<file path="config.mk">
export PLATFORM = sky130hd
export DESIGN_NAME = sscs_clock_select
export DESIGN_NICKNAME = d
export VERILOG_FILES = /design/src/rtl/sscs_pkg.sv /design/src/rtl/sscs_sync.sv /design/src/rtl/sscs_clock_select.sv
export SDC_FILE = /design/constraint.sdc
export NUM_CORES = 1
export LEC_CHECK = 0
export BUFFER_PORTS_ARGS = -buffer_cell sky130_fd_sc_hd__buf_2
export CAP_MARGIN = 40
export CORE_ASPECT_RATIO = 2
export CORE_UTILIZATION = 58
export DETAILED_ROUTE_END_ITERATION = 7
export GPL_TIMING_DRIVEN = 0
export HOLD_SLACK_MARGIN = 0.08
export PLACE_DENSITY = 0.79
export SLEW_MARGIN = 30
export SYNTH_ARGS = -nofsm -noshare
export SYNTH_HDL_FRONTEND = slang
export SYNTH_HIERARCHICAL = 1
export SYNTH_SLANG_ARGS = --single-unit
</file>
<file path="constraint.sdc">
create_clock -name clk_sys -period 3.95 [get_ports clk_sys]
set_clock_uncertainty 0.1 [all_clocks]
set_input_delay 0.79 -clock clk_sys [delete_from_list [all_inputs] [get_ports clk_sys]]
set_output_delay 0.79 -clock clk_sys [all_outputs]
set_load 0.05 [all_outputs]
</file>
<file path="src/rtl/sscs_pkg.sv">
package sscs_pkg;

  // ****************************************
  // widths and limits
  // ****************************************
  localparam int unsigned SEL_W      = 2;
  localparam int unsigned FIELD_W    = 10;
  localparam int unsigned FACTOR_W   = 11;
  localparam int unsigned PIN_COUNT  = 5;

  localparam logic [FACTOR_W-1:0] FACTOR_ONE = 11'h001;
  localparam logic [FACTOR_W-1:0] FACTOR_MAX = 11'h400;
  localparam logic [FIELD_W-1:0]  COUNT_ZERO = 10'h000;

  // ****************************************
  // synchroniser bit positions
  // ****************************************
  localparam int unsigned PIN_DIRECT  = 0;
  localparam int unsigned PIN_CRYSTAL = 1;
  localparam int unsigned PIN_INTERN  = 2;
  localparam int unsigned PIN_LOOP    = 3;
  localparam int unsigned PIN_WAKEUP  = 4;

  // ****************************************
  // source selector codes
  // ****************************************
  typedef enum logic [SEL_W-1:0] {
    SSCS_SRC_WAKEUP   = 2'h0,
    SSCS_SRC_RESERVED = 2'h1,
    SSCS_SRC_DIVIDED  = 2'h2,
    SSCS_SRC_DIRECT   = 2'h3
  } sscs_src_t;

  localparam sscs_src_t RESET_SOURCE = SSCS_SRC_WAKEUP;

endpackage

</file>
<file path="src/rtl/sscs_sync.sv">
`timescale 1ns/1ps

module sscs_sync
#(
  parameter int unsigned WIDTH = 1
)
(
  // clock and reset
  input  wire logic             clk_sys,
  input  wire logic             reset,
  // asynchronous levels in, synchronised levels out
  input  wire logic [WIDTH-1:0] async_in,
  output logic      [WIDTH-1:0] sync_out
);

  logic [WIDTH-1:0] stage_one;

  genvar i;
  generate
    for (i = 0; i < WIDTH; i++)
    begin : g_bit
      always_ff @(posedge clk_sys or posedge reset)
      begin
        if (reset)
        begin
          stage_one[i] <= 1'b0;
          sync_out[i]  <= 1'b0;
        end
        else
        begin
          stage_one[i] <= async_in[i];
          sync_out[i]  <= stage_one[i];
        end
      end
    end
  endgenerate

endmodule

</file>
<file path="src/rtl/sscs_clock_select.sv">
`timescale 1ns/1ps

module sscs_clock_select
  import sscs_pkg::*;
(
  // clock and reset
  input  wire logic                         clk_sys,
  input  wire logic                         reset,
  // clock source pins
  input  wire logic                         direct_clock_input_pin,
  input  wire logic                         crystal_input_pin,
  input  wire logic                         internal_clock_source,
  input  wire logic                         loop_clock_output,
  input  wire logic                         wakeup_clock_source,
  // control settings
  input  wire logic [sscs_pkg::SEL_W-1:0]   clock_source_select,
  input  wire logic                         oscillator_bypass,
  input  wire logic                         prescaler_use_internal,
  input  wire logic [sscs_pkg::FIELD_W-1:0] prescaler_divide_field,
  // clock results
  output logic                              system_clock,
  output logic                              system_clock_tick,
  output logic                              loop_enable,
  output logic [sscs_pkg::SEL_W-1:0]        active_source
);

  import sscs_pkg::*;

  // ****************************************
  // pin synchronisation
  // ****************************************
  logic [PIN_COUNT-1:0] pins_sync;

  sscs_sync #(
    .WIDTH (PIN_COUNT)
  ) i_sscs_sync (
    .clk_sys  (clk_sys),
    .reset    (reset),
    .async_in ({wakeup_clock_source, loop_clock_output, internal_clock_source,
                crystal_input_pin, direct_clock_input_pin}),
    .sync_out (pins_sync)
  );

  wire direct_s = pins_sync[PIN_DIRECT];
  wire crystal_s = pins_sync[PIN_CRYSTAL];
  wire intern_s = pins_sync[PIN_INTERN];
  wire loop_s = pins_sync[PIN_LOOP];
  wire wakeup_s = pins_sync[PIN_WAKEUP];

  // ****************************************
  // source selection
  // ****************************************
  sscs_src_t source;
  logic      osc_prev;
  logic [FIELD_W-1:0] div_count;

  wire sscs_src_t next_source = (clock_source_select == SSCS_SRC_RESERVED) ? source
                                : sscs_src_t'(clock_source_select);
  wire osc_s = prescaler_use_internal ? intern_s : crystal_s;
  wire osc_rise = osc_s & ~osc_prev;
  wire divided_mode = (source == SSCS_SRC_DIVIDED) & oscillator_bypass;
  wire loop_mode = (source == SSCS_SRC_DIVIDED) & ~oscillator_bypass;

  wire [FACTOR_W-1:0] factor = {1'b0, prescaler_divide_field} + FACTOR_ONE;
  wire [FACTOR_W-1:0] high_span = (factor + FACTOR_ONE) >> 1;
  wire [FACTOR_W-1:0] count_ext = {1'b0, div_count};
  wire                count_last = (count_ext == (factor - FACTOR_ONE));
  // clamp after field drop
  // a field lowered mid-count must not run the count up to its top
  wire                count_over = (count_ext >= factor);
  wire divided_level = (factor == FACTOR_ONE) ? osc_s : (count_ext < high_span);

  logic next_clock;
  always_comb
  begin
    unique case (source)
      SSCS_SRC_DIRECT:  next_clock = direct_s;
      SSCS_SRC_DIVIDED: next_clock = oscillator_bypass ? divided_level : loop_s;
      SSCS_SRC_WAKEUP:  next_clock = wakeup_s;
      default:          next_clock = wakeup_s;
    endcase
  end

  // ****************************************
  // registers
  // ****************************************
  always_ff @(posedge clk_sys or posedge reset)
  begin
    if (reset)
    begin
      source <= RESET_SOURCE;
      osc_prev <= 1'b0;
    end
    else
    begin
      source <= next_source;
      osc_prev <= osc_s;
    end
  end

  always_ff @(posedge clk_sys or posedge reset)
  begin
    if (reset)
      div_count <= COUNT_ZERO;
    else if (!divided_mode || factor == FACTOR_ONE)
      div_count <= COUNT_ZERO;
    else if (count_over)
      div_count <= COUNT_ZERO;
    else if (osc_rise)
      div_count <= count_last ? COUNT_ZERO : div_count + 10'h001;
  end

  always_ff @(posedge clk_sys or posedge reset)
  begin
    if (reset)
    begin
      system_clock      <= 1'b0;
      system_clock_tick <= 1'b0;
      loop_enable       <= 1'b0;
    end
    else
    begin
      system_clock      <= next_clock;
      system_clock_tick <= next_clock & ~system_clock;
      loop_enable       <= (next_source == SSCS_SRC_DIVIDED) & ~oscillator_bypass;
    end
  end

  assign active_source = source;
endmodule

</file>
==> results of run 1 <==
[cells in the mapped netlist (all sizes together), types with 2 or more instances]
cell and instances:
or3 3, nor3 16, and2 3, o21ai 15, nor4 3, and4 2
inv 9, nand4 14, nand3 9, a211oi 2, mux2i 5, clkbuf 3
a21oi 8, ha 20, dfrtp 26, nor2 19, and3 5, a21o 3
a21boi 2, nor3b 2, o211ai 2, xnor3 4, xnor2 10, a2111oi 2
o31ai 2, nand2 15, o21a 3, buf 7, nand2b 3, xor2 16
nor2b 4, a22oi 2
[cell type report]
type                            count  share of cell area (%)
Multi-Input combinational cell    208                   62.77
Sequential cell                    26                   25.30
Timing Repair Buffer               22                   4.282
Tap cell                           51                   2.482
Buffer                              9                   2.238
Clock buffer                        3                   1.606
Inverter                            9                   1.314
[per-stage QoR]
| stage | utilization, % | setup WS, ps | total power [mW] | cells | setup TNS (ps) |
|---|---|---|---|---|---|
| 2_1_floorplan | - | 382.0 | 0.4070 | 253 | 0 |
| 3_3_place_gp | 65.36 | -291.4 | 0.4466 | 326 | -1431 |
| 3_5_place_dp | 65.36 | -318.1 | 0.4502 | 326 | -1900 |
| 4_1_cts | 66.50 | 92.96 | 0.5896 | 328 | 0 |
| 5_1_grt | 66.89 | 14.06 | 0.6132 | 328 | 0 |
| 6_report | 66.89 | 237.2 | 0.5830 | 328 | 0 |
[routing by layer]
metal | global-route usage (%) | wire, µm | share of wire [%] | up-vias
li1 | - | - | - | 975
met1 | 26.27 | 1938 | 37 | 972
met2 | 52.89 | 3065 | 58 | 43
met3 | 4.528 | 97 | 1.8 | 18
met4 | 15.00 | 207 | 3.9 | 0
met5 | 0 | 0 | 0 | -
[cells by family after synthesis]
family,after synthesis,share of synthesized area [%]
flip-flops,26,27.82
buffers and inverters,19,4.066
adder cells (fa/ha/maj),20,10.70
AO/OA/AOI/OAI,50,15.09
XOR/XNOR,31,15.41
multiplexers,5,2.675
AND/OR/NAND/NOR,102,24.24
[power by group]
part | internal, mW | switching, mW | total (mW) | leakage [nW]
logic | 0.0605 | 0.104 | 0.164 | 0.775
registers | 0.277 | 0.00613 | 0.283 | 0.328
clock network | 0.0680 | 0.0675 | 0.135 | 0.0216
total | 0.406 | 0.177 | 0.583 | 1.12
[state kept, by name (all words and copies together) (netlist names)]
| register | count |
|---|---|
| system_clock | 1 |
| i_sscs_sync/sync_out | 5 |
| osc_prev | 1 |
| system_clock_tick | 1 |
| loop_enable | 1 |
| active_source | 2 |
| div_count | 10 |
| i_sscs_sync/stage_one | 5 |
[what timing repair did]
item | in CTS | in global routing
gates cloned | 0 | 0
setup endpoints to repair | 2 | 5
resized for setup | 1 | 4
[worst paths after layout]
check,slack [ps],to,from
worst min register to register,260,i_sscs_sync/sync_out[3]$_DFF_PP0_,i_sscs_sync/stage_one[3]$_DFF_PP0_
worst max-delay path,240,system_clock_tick$_DFF_PP0_,prescaler_divide_field[2]
min in group asynchronous,380,i_sscs_sync/stage_one[0]$_DFF_PP0_,reset
worst min-delay path,260,i_sscs_sync/sync_out[3]$_DFF_PP0_,i_sscs_sync/stage_one[3]$_DFF_PP0_
max in group asynchronous,2860,div_count[4]$_DFFE_PP0P_,reset
worst max register to register,1330,div_count[4]$_DFFE_PP0P_,div_count[0]$_DFFE_PP0P_
==> impl_metrics.yaml, run 1 <==
outcome:
  status: "complete, no violations"
critical_path:
  crit_slowest_cell: "nor3_2"
  critPathArrivalTime_ps: 3740
  crit_path_start_kind: "input port"
  path_delay_family: "simple AND/OR/NAND/NOR gates"
  crit_required_ps: 3980
  crit_type: "input port to flop"
  max_stage_delay_ps: 400
  cp_common_cell: "buf_2"
  cp_num_buf_inv: 2
  cp_max_fo: 10
  cp_cell_sequence: "buf_2, buf_2, nand3_1, nor3_2, nor2_1, nor4_2, xor2_1, ha_1, a21oi_1, nor2b_1, o21ai_0, and4b_1, a221oi_1, o22ai_1"
  cp.depth: 14
  rr_worst_depth: 8
  crit_path_end_kind: "flop"
synthesis:
  synthTopCellsByArea: "dfrtp_1 (28%), ha_1 (11%), xor2_1 (6.0%)"
  synth_cell_types: 58
  syn_inst: 253
  ys_seq_area_share_pct: 27.82
  synth-edff-count: 0
  synth_top_area_cell: "dfrtp_1"
  synth_top_area_share_pct: 27.82
  synth_nets: 294
  avgSynthCellArea_um2: 9.243
  ys_async_sr_fraction_pct: 100.0
  ys_ff_latch: 26
  syn_area_mm2: 0.002338
  ys_warn_count: 6
  synth_flop_cell: "dfrtp_1"
floorplan:
  io_pins: 26
  dieWidth_um: 46.90
  core_area_mm2: 0.003844
  rows: 32
  initial_core_util_pct: 60.84
  die_y_um: 91.80
  design.die.area_mm2: 0.004305
clock_network:
  cts_tree: "yes"
  cts_hold_buffers: 0
  cts-root-buf: "clkbuf_8"
  post_cts.repair.setup_buffers: 0
  clock-sinks: 26
  cts_buffers: 3
  h-tree-depth: 1
  clockBufferDepth: 2
  insertion_delay_ps: 260
  clkTransAtPathRegs_ps: 70
finish:
  syn_to_final_growth_pct: 9.952
  nFillCells: 368
  insertedDiodeCount: 0
  nets: 320
  drive_above_1_share_pct: 16.25
  final_area_mm2: 0.002571
  multi_input_area_mm2: 0.001614
  final_common_cell: "dfrtp_1"
  regArea_um2: 650.6
  final_cell_mix: "dfrtp_1 (26), buf_2 (25), nor2_1 (19), ha_1 (19)"
route:
  finalWirelength_mm: 5.309
  dr_total_vias: 2008
  route.detailed.drc: 0
  antenna_left: 0
  initialDrtViolationCount: 35
  wire_per_inst_um: 16.19
  viasPerCell: 6.122
  dr.pass1.iters: 4
run:
  cap_violations: 0
timing:
  finalMaxSlewViolations: 0
  finalSetupViolCount: 0
  tightest_slew_ps: 605.6
  fin_crit_ps: 3713
  slew_headroom_pct: 59.58
  finalHoldWorstSlack_ps: 258.1
  fin_crit_sh_pct: 94.00
  grt_setup_unrepaired: "no"
  hold_viol: 0
  fmax_mhz: 269.3
placement:
  hpwl_mm: 4.354
  place_area_mm2: 0.002512
  gp_congestion: 0.8665
  port_buffers: 22
global_route:
  antenna_found_initial: 0
  grt_pass1_wl_mm: 8.797
  grtUsageTotal_pct: 28.38
  grt_max_degree: 17
  overflow: 0
  grt_pass1_vias: 2030
hold_path:
  hold_depth: 0
  min_path_type: "flop to flop"
pwr:
  p_leak_nw: 1.125
  p_per_area_mw_per_mm2: 226.7
  vdd_drop_max_v: 0.0002598
Power figures use the tool's default switching activity.
==> inputs of run 2 (changes only) <==
Settings changed: REMOVE_ABC_BUFFERS set to 1.
==> run 2 against run 1 <==
  * Non-clock buffer count is 6 lower
  * Hold slack gained 0.96 ps
  * First-iteration DRC count rose by 8.6%
  * Combinational power decreased by 3%
  * Largest cell class unchanged
  * Largest power group unchanged
==> impl_metrics.yaml, run 2 (synthesis gave the netlist of run 1 again) <==
timing:
  finalSetupViolCount: 0
  fin_crit_ps: 3713
  fin_crit_sh_pct: 93.99
  finalMaxSlewViolations: 0
  grt_setup_unrepaired: "no"
  hold_viol: 0
  fmax_mhz: 269.3
  finalHoldWorstSlack_ps: 259.1
  tightest_slew_ps: 626.4
  layout_setup_ws_ps: 237.2
  slew_headroom_pct: 58.19
placement:
  place_ws_ps: -322.4
  hpwl_mm: 4.256
  gp_congestion: 0.8650
  port_buffers: 25
finish:
  nFillCells: 356
  final_cell_mix: "dfrtp_1 (26), buf_2 (25), nor2_1 (19), ha_1 (19), xor2_1 (16)"
  nets: 314
  insertedDiodeCount: 0
  top_register: "div_count"
  multi_input_area_mm2: 0.001607
  final_common_cell: "dfrtp_1"
  drive_above_1_share_pct: 15.07
  syn_to_final_growth_pct: 8.400
  largest_reg_flops: 10
  top_regs: "div_count (10), i_sscs_sync/stage_one (5), i_sscs_sync/sync_out (5)"
  regArea_um2: 650.6
pwr:
  p_leak_nw: 1.106
  p_per_area_mw_per_mm2: 240.8
  vdd_drop_max_v: 0.0003041
  p_total_uw: 610.4
outcome:
  status: "complete, no violations"
floorplan:
  core_area_mm2: 0.003844
  dieWidth_um: 46.90
  initial_core_util_pct: 60.84
  rows: 32
  io_pins: 26
  design.die.area_mm2: 0.004305
  die_y_um: 91.80
route:
  initialDrtViolationCount: 38
  dr.pass1.iters: 4
  route.detailed.drc: 0
  viasPerCell: 6.136
  finalWirelength_mm: 5.293
  antenna_left: 0
  dr_total_vias: 1982
  wire_per_inst_um: 16.39
critical_path:
  crit_type: "input port to flop"
  cp_max_fo: 11
  crit_path_start_kind: "input port"
  crit_path_end_kind: "flop"
  critPathArrivalTime_ps: 3750
  crit_required_ps: 3990
global_route:
  grt_pass1_vias: 2034
  grt_pass1_wl_mm: 8.790
  grt_max_degree: 17
  grtUsageTotal_pct: 28.01
  overflow: 0
  antenna_found_initial: 0
clock_network:
  cts_resized: 2
  clkTransAtPathRegs_ps: 80
  h-tree-depth: 1
  clock-sinks: 26
  post_cts.repair.setup_buffers: 0
  cts_buffers: 3
  clockBufferDepth: 2
  insertion_delay_ps: 270
  cts_hold_buffers: 0
  cts_tree: "yes"
  cts-root-buf: "clkbuf_8"
run:
  cap_violations: 0
hold_path:
  min_path_type: "flop to flop"
## run 2: changes by cell type in the layout (fill, tap and decap cells not counted), sizes merged
cell	delta
buf	-4
clkbuf	-1
## run 2: layer usage
metal  up-vias  GRT usage, %  share of wire, %
met3        12         2.756               2.5
met4         0         12.62               3.1
met2        53         53.01                58
met5         -             0                 0
li1        966             -                 -
met1       951         27.38                36
## run 2: layout make-up
class,count,area share [%]
multi-input combinational,208,63.38
sequential,26,25.67
timing repair buffer,25,4.936
tap,51,2.517
clock buffer,4,2.172
inverter,9,1.333
## run 2: stage by stage
stage / utilization [%] / area, µm² / TNS (ps) / cells
2_1_floorplan: - / 2277 / 0 / 243
3_3_place_gp: 64.16 / 2466 / -493.0 / 319
3_5_place_dp: 64.16 / 2466 / -678.5 / 319
4_1_cts: 65.72 / 2526 / 0 / 323
5_1_grt: 65.95 / 2535 / 0 / 323
6_report: 65.95 / 2535 / 0 / 323
## run 2: final timing paths
path,slack [ps],endpoint,cells after the start,startpoint
worst max-delay path,240,system_clock$_DFF_PP0_,13,prescaler_divide_field[2]
worst min-delay path,260,i_sscs_sync/sync_out[0]$_DFF_PP0_,0,i_sscs_sync/stage_one[0]$_DFF_PP0_
worst max register to register,1320,div_count[6]$_DFFE_PP0P_,8,div_count[0]$_DFFE_PP0P_
worst min register to register,260,i_sscs_sync/sync_out[0]$_DFF_PP0_,0,i_sscs_sync/stage_one[0]$_DFF_PP0_
max in group asynchronous,2850,active_source[1]$_DFF_PP0_,2,reset
min in group asynchronous,380,i_sscs_sync/sync_out[1]$_DFF_PP0_,2,reset
## run 2: worst max-delay path, cell delays in order
cell and delay, ps:
buf_2 220, nand3_1 310, nor3_2 410, nor2_1 150
nor4_2 470, xor2_1 130, ha_1 320, a21oi_1 60
nor2b_1 90, o21ai_0 80, and4b_1 190, a221oi_1 380
o21ai_0 150
## run 2: report_power, final
part | total (mW) | leakage [nW] | internal, mW | switching (mW)
clock network | 0.168 | 0.0288 | 0.0890 | 0.0791
logic | 0.159 | 0.750 | 0.0572 | 0.102
registers | 0.284 | 0.328 | 0.277 | 0.00655
total | 0.610 | 1.11 | 0.423 | 0.187
